<file path="src/pkg/acc_pkg.sv">
// Purpose: constants for the channel configuration and calibration register set
// Assumes: 16-bit register words, word addressing on a plain register port
// Notes: all offsets, field positions and reset values live here
package acc_pkg;
   // ---------------------------------------------------------------
   // widths
   // ---------------------------------------------------------------
   localparam int ACC_ADDR_W = 8;
   localparam int ACC_DATA_W = 16;
   localparam int ACC_CAL_W = 24;
   localparam int ACC_PHASE_W = 10;

   // ---------------------------------------------------------------
   // register offsets (word addresses)
   // ---------------------------------------------------------------
   localparam logic [7:0] ACC_OFF_CHANNEL_CONFIG = 8'h18;
   localparam logic [7:0] ACC_OFF_OFFSET_CAL_UPPER = 8'h19;
   localparam logic [7:0] ACC_OFF_OFFSET_CAL_LOWER = 8'h1A;
   localparam logic [7:0] ACC_OFF_GAIN_CAL_UPPER = 8'h1B;
   localparam logic [7:0] ACC_OFF_GAIN_CAL_LOWER = 8'h1C;
   localparam logic [7:0] ACC_OFF_PREV_GAIN_CAL_LOWER = 8'h17;

   // ---------------------------------------------------------------
   // field positions
   // ---------------------------------------------------------------
   localparam int ACC_PHASE_LSB = 6;
   localparam int ACC_PHASE_MSB = 15;
   localparam int ACC_DCOVR_BIT = 2;
   localparam int ACC_MUX_LSB = 0;
   localparam int ACC_MUX_MSB = 1;
   localparam int ACC_LOWER_LSB = 8;
   localparam int ACC_LOWER_MSB = 15;

   // ---------------------------------------------------------------
   // reset values
   // ---------------------------------------------------------------
   localparam logic [15:0] ACC_RST_CHANNEL_CONFIG = 16'h0000;
   localparam logic [15:0] ACC_RST_OFFSET_CAL_UPPER = 16'h0000;
   localparam logic [15:0] ACC_RST_OFFSET_CAL_LOWER = 16'h0000;
   localparam logic [15:0] ACC_RST_GAIN_CAL_UPPER = 16'h8000;
   localparam logic [15:0] ACC_RST_GAIN_CAL_LOWER = 16'h0000;
   localparam logic [15:0] ACC_RST_PREV_GAIN_CAL_LOWER = 16'h0000;

   // writable-bit masks: reserved positions are never stored
   localparam logic [15:0] ACC_MASK_CHANNEL_CONFIG = 16'hFFC7;
   localparam logic [15:0] ACC_MASK_FULL = 16'hFFFF;
   localparam logic [15:0] ACC_MASK_LOWER = 16'hFF00;

   // input selection encodings
   typedef enum logic [1:0] {
      ACC_MUX_PINS = 2'h0,
      ACC_MUX_SHORT = 2'h1,
      ACC_MUX_TEST_POS = 2'h2,
      ACC_MUX_TEST_NEG = 2'h3
   } acc_mux_type;
endpackage

</file>
<file path="src/rtl/acc_reg_word.sv">
// Purpose: one 16-bit register word with a writable-bit mask
// Assumes: synchronous active-high reset, single clock
// Notes: masked-off bits hold zero forever, whatever is written
`timescale 1ns/1ps
module acc_reg_word #(
   parameter logic [15:0] RESET_VAL = 16'h0000,
   parameter logic [15:0] WR_MASK = 16'hFFFF
) (
   input wire logic clock_i,
   input wire logic srst_i,
   input wire logic wr_en_i,
   input wire logic [15:0] wr_data_i,
   output logic [15:0] value_o
);
   logic [15:0] word_q;
   logic [15:0] word_d;

   // reserved bits forced to zero on every write
   assign word_d = wr_en_i ? (wr_data_i & WR_MASK) : word_q;

   // storage
   always_ff @(posedge clock_i) begin
      if (srst_i) begin
         word_q <= RESET_VAL & WR_MASK;
      end else begin
         word_q <= word_d;
      end
   end

   assign value_o = word_q;
endmodule

</file>
<file path="src/rtl/acc_regs.sv">
// Purpose: channel configuration and calibration registers of one converter channel
// Assumes: plain register port, read data valid the cycle after the read strobe
// Notes: addresses are matched on their low 8 bits only; unmapped ones read zero and ignore writes
`timescale 1ns/1ps

// Behaviour
// - config bits 15:6 hold signed phase delay in modulator cycles, reset zero.
// - config bit 2 set disables dc filter for this channel, else global.
// - config bits 1:0 pick pins, shorted inputs, positive or negative test.
// - reserved bits are read-only and always read zero.
// - upper offset register holds offset bits 23:8, two's complement, reset zero.
// - lower offset register bits 15:8 hold offset bits 7:0.
// - upper gain register holds gain bits 23:8, reset 8000h for unity.
// - lower gain register bits 15:8 hold gain bits 7:0, reset zero.
// - combined gain is unsigned, spanning zero to just under two.
// - previous channel lower gain register holds its bits 7:0 in 15:8.
// - registers decode at word addresses 18h through 1Ch in order, previous channel lower gain at 17h.
module acc_regs #(
   parameter int ADDR_W = acc_pkg::ACC_ADDR_W
) (
   input wire logic clock_i,
   input wire logic srst_i,
   input wire logic [ADDR_W-1:0] addr_i,
   input wire logic [15:0] wdata_i,
   input wire logic wr_i,
   input wire logic rd_i,
   output logic [15:0] rdata_o,
   input wire logic global_dc_filter_setting_i,
   output logic [9:0] phase_delay_field_o,
   output logic dc_filter_enable_o,
   output logic dc_filter_override_o,
   output logic [1:0] input_select_field_o,
   output logic sel_input_pins_o,
   output logic sel_short_o,
   output logic sel_test_pos_o,
   output logic sel_test_neg_o,
   output logic [23:0] offset_cal_o,
   output logic [23:0] gain_cal_o,
   output logic [23:0] prev_gain_cal_low_o
);
   // ---------------------------------------------------------------
   // address decode
   // ---------------------------------------------------------------
   localparam int NREG = 6;
   logic [NREG-1:0] hit;
   logic [NREG-1:0] wr_sel;
   logic [15:0] word [NREG];
   logic [15:0] rdata_q;
   logic [15:0] rdata_d;

   wire logic [7:0] addr8 = 8'(addr_i);
   assign hit[0] = (addr8 == acc_pkg::ACC_OFF_CHANNEL_CONFIG);
   assign hit[1] = (addr8 == acc_pkg::ACC_OFF_OFFSET_CAL_UPPER);
   assign hit[2] = (addr8 == acc_pkg::ACC_OFF_OFFSET_CAL_LOWER);
   assign hit[3] = (addr8 == acc_pkg::ACC_OFF_GAIN_CAL_UPPER);
   assign hit[4] = (addr8 == acc_pkg::ACC_OFF_GAIN_CAL_LOWER);
   assign hit[5] = (addr8 == acc_pkg::ACC_OFF_PREV_GAIN_CAL_LOWER);
   assign wr_sel = hit & {NREG{wr_i}};

   // ---------------------------------------------------------------
   // register words
   // ---------------------------------------------------------------
   // config: reserved bits 5:3 masked out of storage
   acc_reg_word #(
      .RESET_VAL(acc_pkg::ACC_RST_CHANNEL_CONFIG),
      .WR_MASK(acc_pkg::ACC_MASK_CHANNEL_CONFIG)
   ) u_cfg (
      .clock_i(clock_i),
      .srst_i(srst_i),
      .wr_en_i(wr_sel[0]),
      .wr_data_i(wdata_i),
      .value_o(word[0])
   );

   // upper offset, all 16 bits writable
   acc_reg_word #(
      .RESET_VAL(acc_pkg::ACC_RST_OFFSET_CAL_UPPER),
      .WR_MASK(acc_pkg::ACC_MASK_FULL)
   ) u_ocal_up (
      .clock_i(clock_i),
      .srst_i(srst_i),
      .wr_en_i(wr_sel[1]),
      .wr_data_i(wdata_i),
      .value_o(word[1])
   );

   // lower offset, low byte reserved
   acc_reg_word #(
      .RESET_VAL(acc_pkg::ACC_RST_OFFSET_CAL_LOWER),
      .WR_MASK(acc_pkg::ACC_MASK_LOWER)
   ) u_ocal_lo (
      .clock_i(clock_i),
      .srst_i(srst_i),
      .wr_en_i(wr_sel[2]),
      .wr_data_i(wdata_i),
      .value_o(word[2])
   );

   // upper gain, resets to unity
   acc_reg_word #(
      .RESET_VAL(acc_pkg::ACC_RST_GAIN_CAL_UPPER),
      .WR_MASK(acc_pkg::ACC_MASK_FULL)
   ) u_gcal_up (
      .clock_i(clock_i),
      .srst_i(srst_i),
      .wr_en_i(wr_sel[3]),
      .wr_data_i(wdata_i),
      .value_o(word[3])
   );

   // lower gain, low byte reserved
   acc_reg_word #(
      .RESET_VAL(acc_pkg::ACC_RST_GAIN_CAL_LOWER),
      .WR_MASK(acc_pkg::ACC_MASK_LOWER)
   ) u_gcal_lo (
      .clock_i(clock_i),
      .srst_i(srst_i),
      .wr_en_i(wr_sel[4]),
      .wr_data_i(wdata_i),
      .value_o(word[4])
   );

   // previous channel lower gain, same layout
   acc_reg_word #(
      .RESET_VAL(acc_pkg::ACC_RST_PREV_GAIN_CAL_LOWER),
      .WR_MASK(acc_pkg::ACC_MASK_LOWER)
   ) u_prev_gcal_lo (
      .clock_i(clock_i),
      .srst_i(srst_i),
      .wr_en_i(wr_sel[5]),
      .wr_data_i(wdata_i),
      .value_o(word[5])
   );

   // ---------------------------------------------------------------
   // read path
   // ---------------------------------------------------------------
   // one-hot select; unmapped addresses give zero
   always_comb begin
      rdata_d = 16'h0000;
      for (int i = 0; i < NREG; i++) begin
         if (hit[i]) begin
            rdata_d = word[i];
         end
      end
   end

   // read data stands only in the cycle after the strobe
   always_ff @(posedge clock_i) begin
      if (srst_i) begin
         rdata_q <= 16'h0000;
      end else begin
         rdata_q <= rd_i ? rdata_d : 16'h0000;
      end
   end
   assign rdata_o = rdata_q;

   // ---------------------------------------------------------------
   // field outputs to the datapath
   // ---------------------------------------------------------------
   // phase delay kept as raw two's complement
   assign phase_delay_field_o = word[0][acc_pkg::ACC_PHASE_MSB:acc_pkg::ACC_PHASE_LSB];
   assign dc_filter_override_o = word[0][acc_pkg::ACC_DCOVR_BIT];
   // override only ever turns the filter off; zero defers to the global setting
   assign dc_filter_enable_o = global_dc_filter_setting_i & ~dc_filter_override_o;
   assign input_select_field_o = word[0][acc_pkg::ACC_MUX_MSB:acc_pkg::ACC_MUX_LSB];
   assign sel_input_pins_o = (input_select_field_o == acc_pkg::ACC_MUX_PINS);
   assign sel_short_o = (input_select_field_o == acc_pkg::ACC_MUX_SHORT);
   assign sel_test_pos_o = (input_select_field_o == acc_pkg::ACC_MUX_TEST_POS);
   assign sel_test_neg_o = (input_select_field_o == acc_pkg::ACC_MUX_TEST_NEG);

   // 24-bit values: upper word is bits 23:8, lower byte from 15:8
   assign offset_cal_o = {word[1], word[2][acc_pkg::ACC_LOWER_MSB:acc_pkg::ACC_LOWER_LSB]};
   // gain is unsigned; 800000h is unity, full scale just under two
   assign gain_cal_o = {word[3], word[4][acc_pkg::ACC_LOWER_MSB:acc_pkg::ACC_LOWER_LSB]};
   // only the low byte of the previous channel lives here
   assign prev_gain_cal_low_o = {16'h0000,
      word[5][acc_pkg::ACC_LOWER_MSB:acc_pkg::ACC_LOWER_LSB]};
endmodule

</file>
<file path="config.mk">
export PLATFORM = sky130hd
export DESIGN_NAME = acc_regs
export DESIGN_NICKNAME = d
export VERILOG_FILES = /design/src/pkg/acc_pkg.sv /design/src/rtl/acc_reg_word.sv /design/src/rtl/acc_regs.sv
export SDC_FILE = /design/constraint.sdc
export NUM_CORES = 1
export LEC_CHECK = 0
export BUFFER_PORTS_ARGS = -buffer_cell sky130_fd_sc_hd__buf_2
export CAP_MARGIN = 0
export CORE_ASPECT_RATIO = 1.4
export CORE_MARGIN = 2
export CORE_UTILIZATION = 35
export CTS_CLUSTER_SIZE = 8
export DETAILED_ROUTE_END_ITERATION = 8
export SETUP_SLACK_MARGIN = 0.2
export SLEW_MARGIN = 20
export SYNTH_ARGS = -nofsm -noshare
export SYNTH_HDL_FRONTEND = slang
export SYNTH_HIERARCHICAL = 1
export SYNTH_SLANG_ARGS = --single-unit
</file>
<file path="constraint.sdc">
create_clock -name clock_i -period 2.2 [get_ports clock_i]
set_input_delay 0.33 -clock clock_i [delete_from_list [all_inputs] [get_ports clock_i]]
set_output_delay 0.33 -clock clock_i [all_outputs]
set_load 0.02 [all_outputs]
</file>
==> results.rst <==
.. list-table::
   :header-rows: 1

   * - Metric
     - Value
   * - Final total negative setup slack
     - 0 ns
   * - Number of sinks handled by clock tree synthesis
     - 85
   * - Synth top area share
     - 39.5%
   * - Startpoint of the most critical hold path
     - wdata_i[4]
   * - Critical path required time
     - 2.48 ns
   * - Fill cell instance count of the final layout
     - 1271
   * - Static Leak
     - 2.13 nW
   * - Final-report max-slew violation count
     - 0
   * - Setup Skew
     - 0.00313 ns
   * - Synth Register Bits
     - 85
   * - Critical Setup Path Class
     - in -> reg
   * - Cells after synthesis
     - 445
   * - Fmax
     - 0.633 GHz
   * - Number of gates given a new drive strength after cts
     - 0
   * - Most common flop cell mapped by yosys
     - sky130_fd_sc_hd__dfxtp_1
   * - Number of standard cells in the layout, taps in and fillers out
     - 705
   * - Reg-to-reg startpoint
     - u_ocal_up/value_o[3]
   * - Post-CTS Hold Buffers
     - 0
   * - Width of the chip
     - 97.8 um
   * - Count of buffers added by post-CTS timing repair for setup
     - 0
   * - Net count reported at finish
     - 579
   * - Detailed Routing Iterations Pass 1
     - 5
   * - Layout cell share with drive strength beyond 1
     - 30.7%
   * - Wire length reported by the detailed router
     - 12100 um
   * - Standard cell core area
     - 12200 um2
   * - Drt first-iter violations
     - 133
   * - Maximum level of the CTS H-tree
     - 3
   * - Placer congestion estimate
     - 0.808
   * - Fraction of the yosys area taken by sequential cells
     - 39.5%
   * - Min-Delay Path Class
     - in -> reg
   * - Overall Global Routing Usage
     - 17.8%
   * - Synth Warn #
     - 6
   * - MaxCap Viol Count
     - 0
   * - Maximum fanout encountered on the critical timing path
     - 22
   * - Hold Fails Final Rpt
     - 0
   * - Final setup fails
     - 0
   * - Leading cell types by total area after synthesis
     - sky130_fd_sc_hd__dfxtp_1 (39%), sky130_fd_sc_hd__mux2i_1 (16%), sky130_fd_sc_hd__buf_4 (8.0%), sky130_fd_sc_hd__o2bb2ai_1 (6.5%), sky130_fd_sc_hd__nor2_1 (6.2%)
   * - Number of placed instances, taps included
     - 689
   * - Ratio of routed vias to standard cells
     - 4.85
   * - # IOs
     - 135
   * - P&R area growth vs syn
     - 18.1%
   * - Endpoint class of the critical path
     - flip-flop
   * - Master of the slowest instance on the critical path
     - sky130_fd_sc_hd__a211oi_1
   * - Clock root buffer master
     - sky130_fd_sc_hd__clkbuf_16
   * - Launching element type of the critical path
     - input pin
   * - Routed length per instance
     - 17.1 um
   * - Via total after detailed routing
     - 3416
   * - Main combinational cell family by area after synthesis
     - multiplexers
   * - Post-detail-place hpwl
     - 8900 um
   * - Inserted Clock Buffers
     - 9
   * - Adder-Cell Fraction of Synth Area
     - 0%
   * - Worst-skew pair later-pin latency
     - 0.33 ns
   * - Chain of cells forming the critical path
     - buf_2 > or2_2 > o2bb2ai_1 > a211oi_1 > o221a_2
   * - Die area
     - 13200 um2
   * - Area share of xor/xnor cells in the synthesized design
     - 0%
   * - Starting density of the core
     - 35.4%
   * - Deepest clock path buffer count
     - 2
   * - Total buffers and inverters traversed by the critical path
     - 1
   * - Number of flops mapped to enable cells by yosys
     - 0
   * - Setup repair after global routing missed its margin
     - no
   * - Endpoint of the most critical register-to-register path
     - rdata_o[3]
   * - Peak VDD IR
     - 0.000472 V
   * - Cell depth of the worst hold path
     - 3
   * - Register-to-register setup slack
     - 0.92 ns
   * - Basic-gate share of the synthesized area counting and, or, nand and nor cells
     - 14.7%
   * - Wire length of the first global-routing pass
     - 18100 um
   * - Hold Path Sink
     - u_ocal_up/value_o[4]
   * - Total area of multi-input combinational cells
     - 2150 um2
   * - Synth area leader
     - sky130_fd_sc_hd__dfxtp_1
   * - Quantity of I/O buffers inserted on ports
     - 118
   * - Clock tree from TritonCTS
     - built
   * - Vias in the first global route
     - 3246
   * - Ys async rst share
     - 0%
   * - Number of library cell types mapped by synthesis
     - 30
   * - Register Area
     - 1700 um2
   * - Die Ht
     - 135 um
   * - Final period utilization
     - 71.8%
   * - Time the worst path needs with I/O delays and setup
     - 1.58 ns
   * - Area fraction in compound gates after synthesis
     - 15.5%
   * - First element of the critical path
     - addr_i[1]
   * - Cell area after synthesis
     - 4310 um2
   * - Share of synthesized area spent on multiplexers
     - 15.8%
   * - Endpoint arrival time on the critical path
     - 1.86 ns
   * - Pin count of the biggest net entering global routing
     - 27
   * - Average footprint of a synthesized cell
     - 9.69 um2
   * - Antenna violations before repair
     - 1
   * - Delay of the slowest cell on the worst path
     - 0.41 ns
   * - Worst path top cell family by delay
     - compound AO/OA/AOI/OAI gates
   * - Worst reg2reg path depth
     - 4
   * - Clock transition at the registers of the reported paths
     - 0.06 ns
   * - Count of unresolved DRC violations after routing
     - 0
   * - Power density over the cells
     - 646 nW/um2
   * - Run status
     - complete, no violations
   * - Cell Rows
     - 48
   * - Count of nets left with antenna violations after detail routing
     - 0
   * - Total grt overflow
     - 0
## synth_stat cells, drive strengths merged, types with 5 or more instances
| cell | number |
|---|---|
| nor2b | 6 |
| o221a | 16 |
| nand2b | 32 |
| nor2 | 71 |
| dfxtp | 85 |
| buf | 71 |
| a211oi | 16 |
| o2bb2ai | 32 |
| mux2i | 68 |
| clkbuf | 10 |
| conb | 5 |
| a21oi | 16 |
## flip-flops by register name (all words and copies together), names as in the netlist
signal	count
u_cfg/value_o	13
u_gcal_up/value_o	16
u_gcal_lo/value_o	8
u_prev_gcal_lo/value_o	8
rdata_o	16
u_ocal_up/value_o	16
u_ocal_lo/value_o	8
## stage by stage
| step | worst slack, ns | power, W | instance area, um2 | hold slack (ns) | utilization (%) |
|---|---|---|---|---|---|
| finish | 0.621 | 0.00329 | 5090 | 0.263 | 41.8 |
| global route | 0.502 | 0.00339 | 5090 | 0.286 | 41.7 |
| CTS | 0.603 | 0.00332 | 5090 | 0.263 | 41.7 |
| detailed placement | 0.255 | 0.00179 | 4790 | 0.509 | 39.3 |
| global placement | 0.272 | 0.00179 | 4790 | 0.498 | 39.3 |
| floorplan | 0.314 | 0.00176 | 4450 | 0.402 | - |
## per-layer routing
metal	track usage [%]	share of wire [%]	vias up
met3	3.66	5.2	15
met2	32.1	51	111
li1	-	-	1676
met5	0	0	-
met1	20.7	41	1614
met4	6.71	2.2	0
## worst reg2reg max path, delay by kind of cell (launching register included)
family	cells	cell delay [ns]
simple gates	1	0.07
flops	1	0.35
compound gates	3	0.80
## layout make-up
class                           instances  area share, %
Multi-Input combinational cell        317           42.3
Clock inverter                          3          0.885
Tap cell                              150           3.69
Clock buffer                           12           5.04
Sequential cell                        85           33.4
Timing Repair Buffer                  137           14.6
Antenna cell                            1         0.0492
## power by group
| group | internal (W) | leakage (nW) | switching, W | total [W] |
|---|---|---|---|---|
| logic | 0.0000680 | 1.31 | 0.000147 | 0.000215 |
| registers | 0.00154 | 0.684 | 0.00000156 | 0.00154 |
| clock network | 0.000936 | 0.141 | 0.000595 | 0.00153 |
| total | 0.00254 | 2.13 | 0.000743 | 0.00329 |
## cells by family after synthesis
group                  count (synthesis)
DFF                                   85
and+or+nand+nor                      125
buffers and inverters                 81
muxes                                 68
other                                  5
AOI/OAI and AO/OA                     81
## placed cells by master, fill, tap and decap left out, drive strengths merged, types with 2 or more instances in the layout
cell type  instances
a211oi            16
a21oi             16
and2               3
and3               2
and3b              2
buf              137
clkbuf            12
clkinvlp           2
conb              43
dfxtp             85
mux2i             68
nand2              3
nand2b            32
nor2              71
nor2b              6
o221a             16
o2bb2ai           32
## worst max path at each step
stage                                  to  slack (ns)  cells past startpoint
detailed placement            rdata_o[15]        0.25                      5
floorplan           u_gcal_up/value_o[10]        0.31                      9
global route         u_gcal_up/value_o[9]        0.50                      7
CTS                           rdata_o[15]        0.60                      5
global placement              rdata_o[15]        0.27                      5
finish                         rdata_o[3]        0.62                      5
Power figures use the tool's default switching activity.
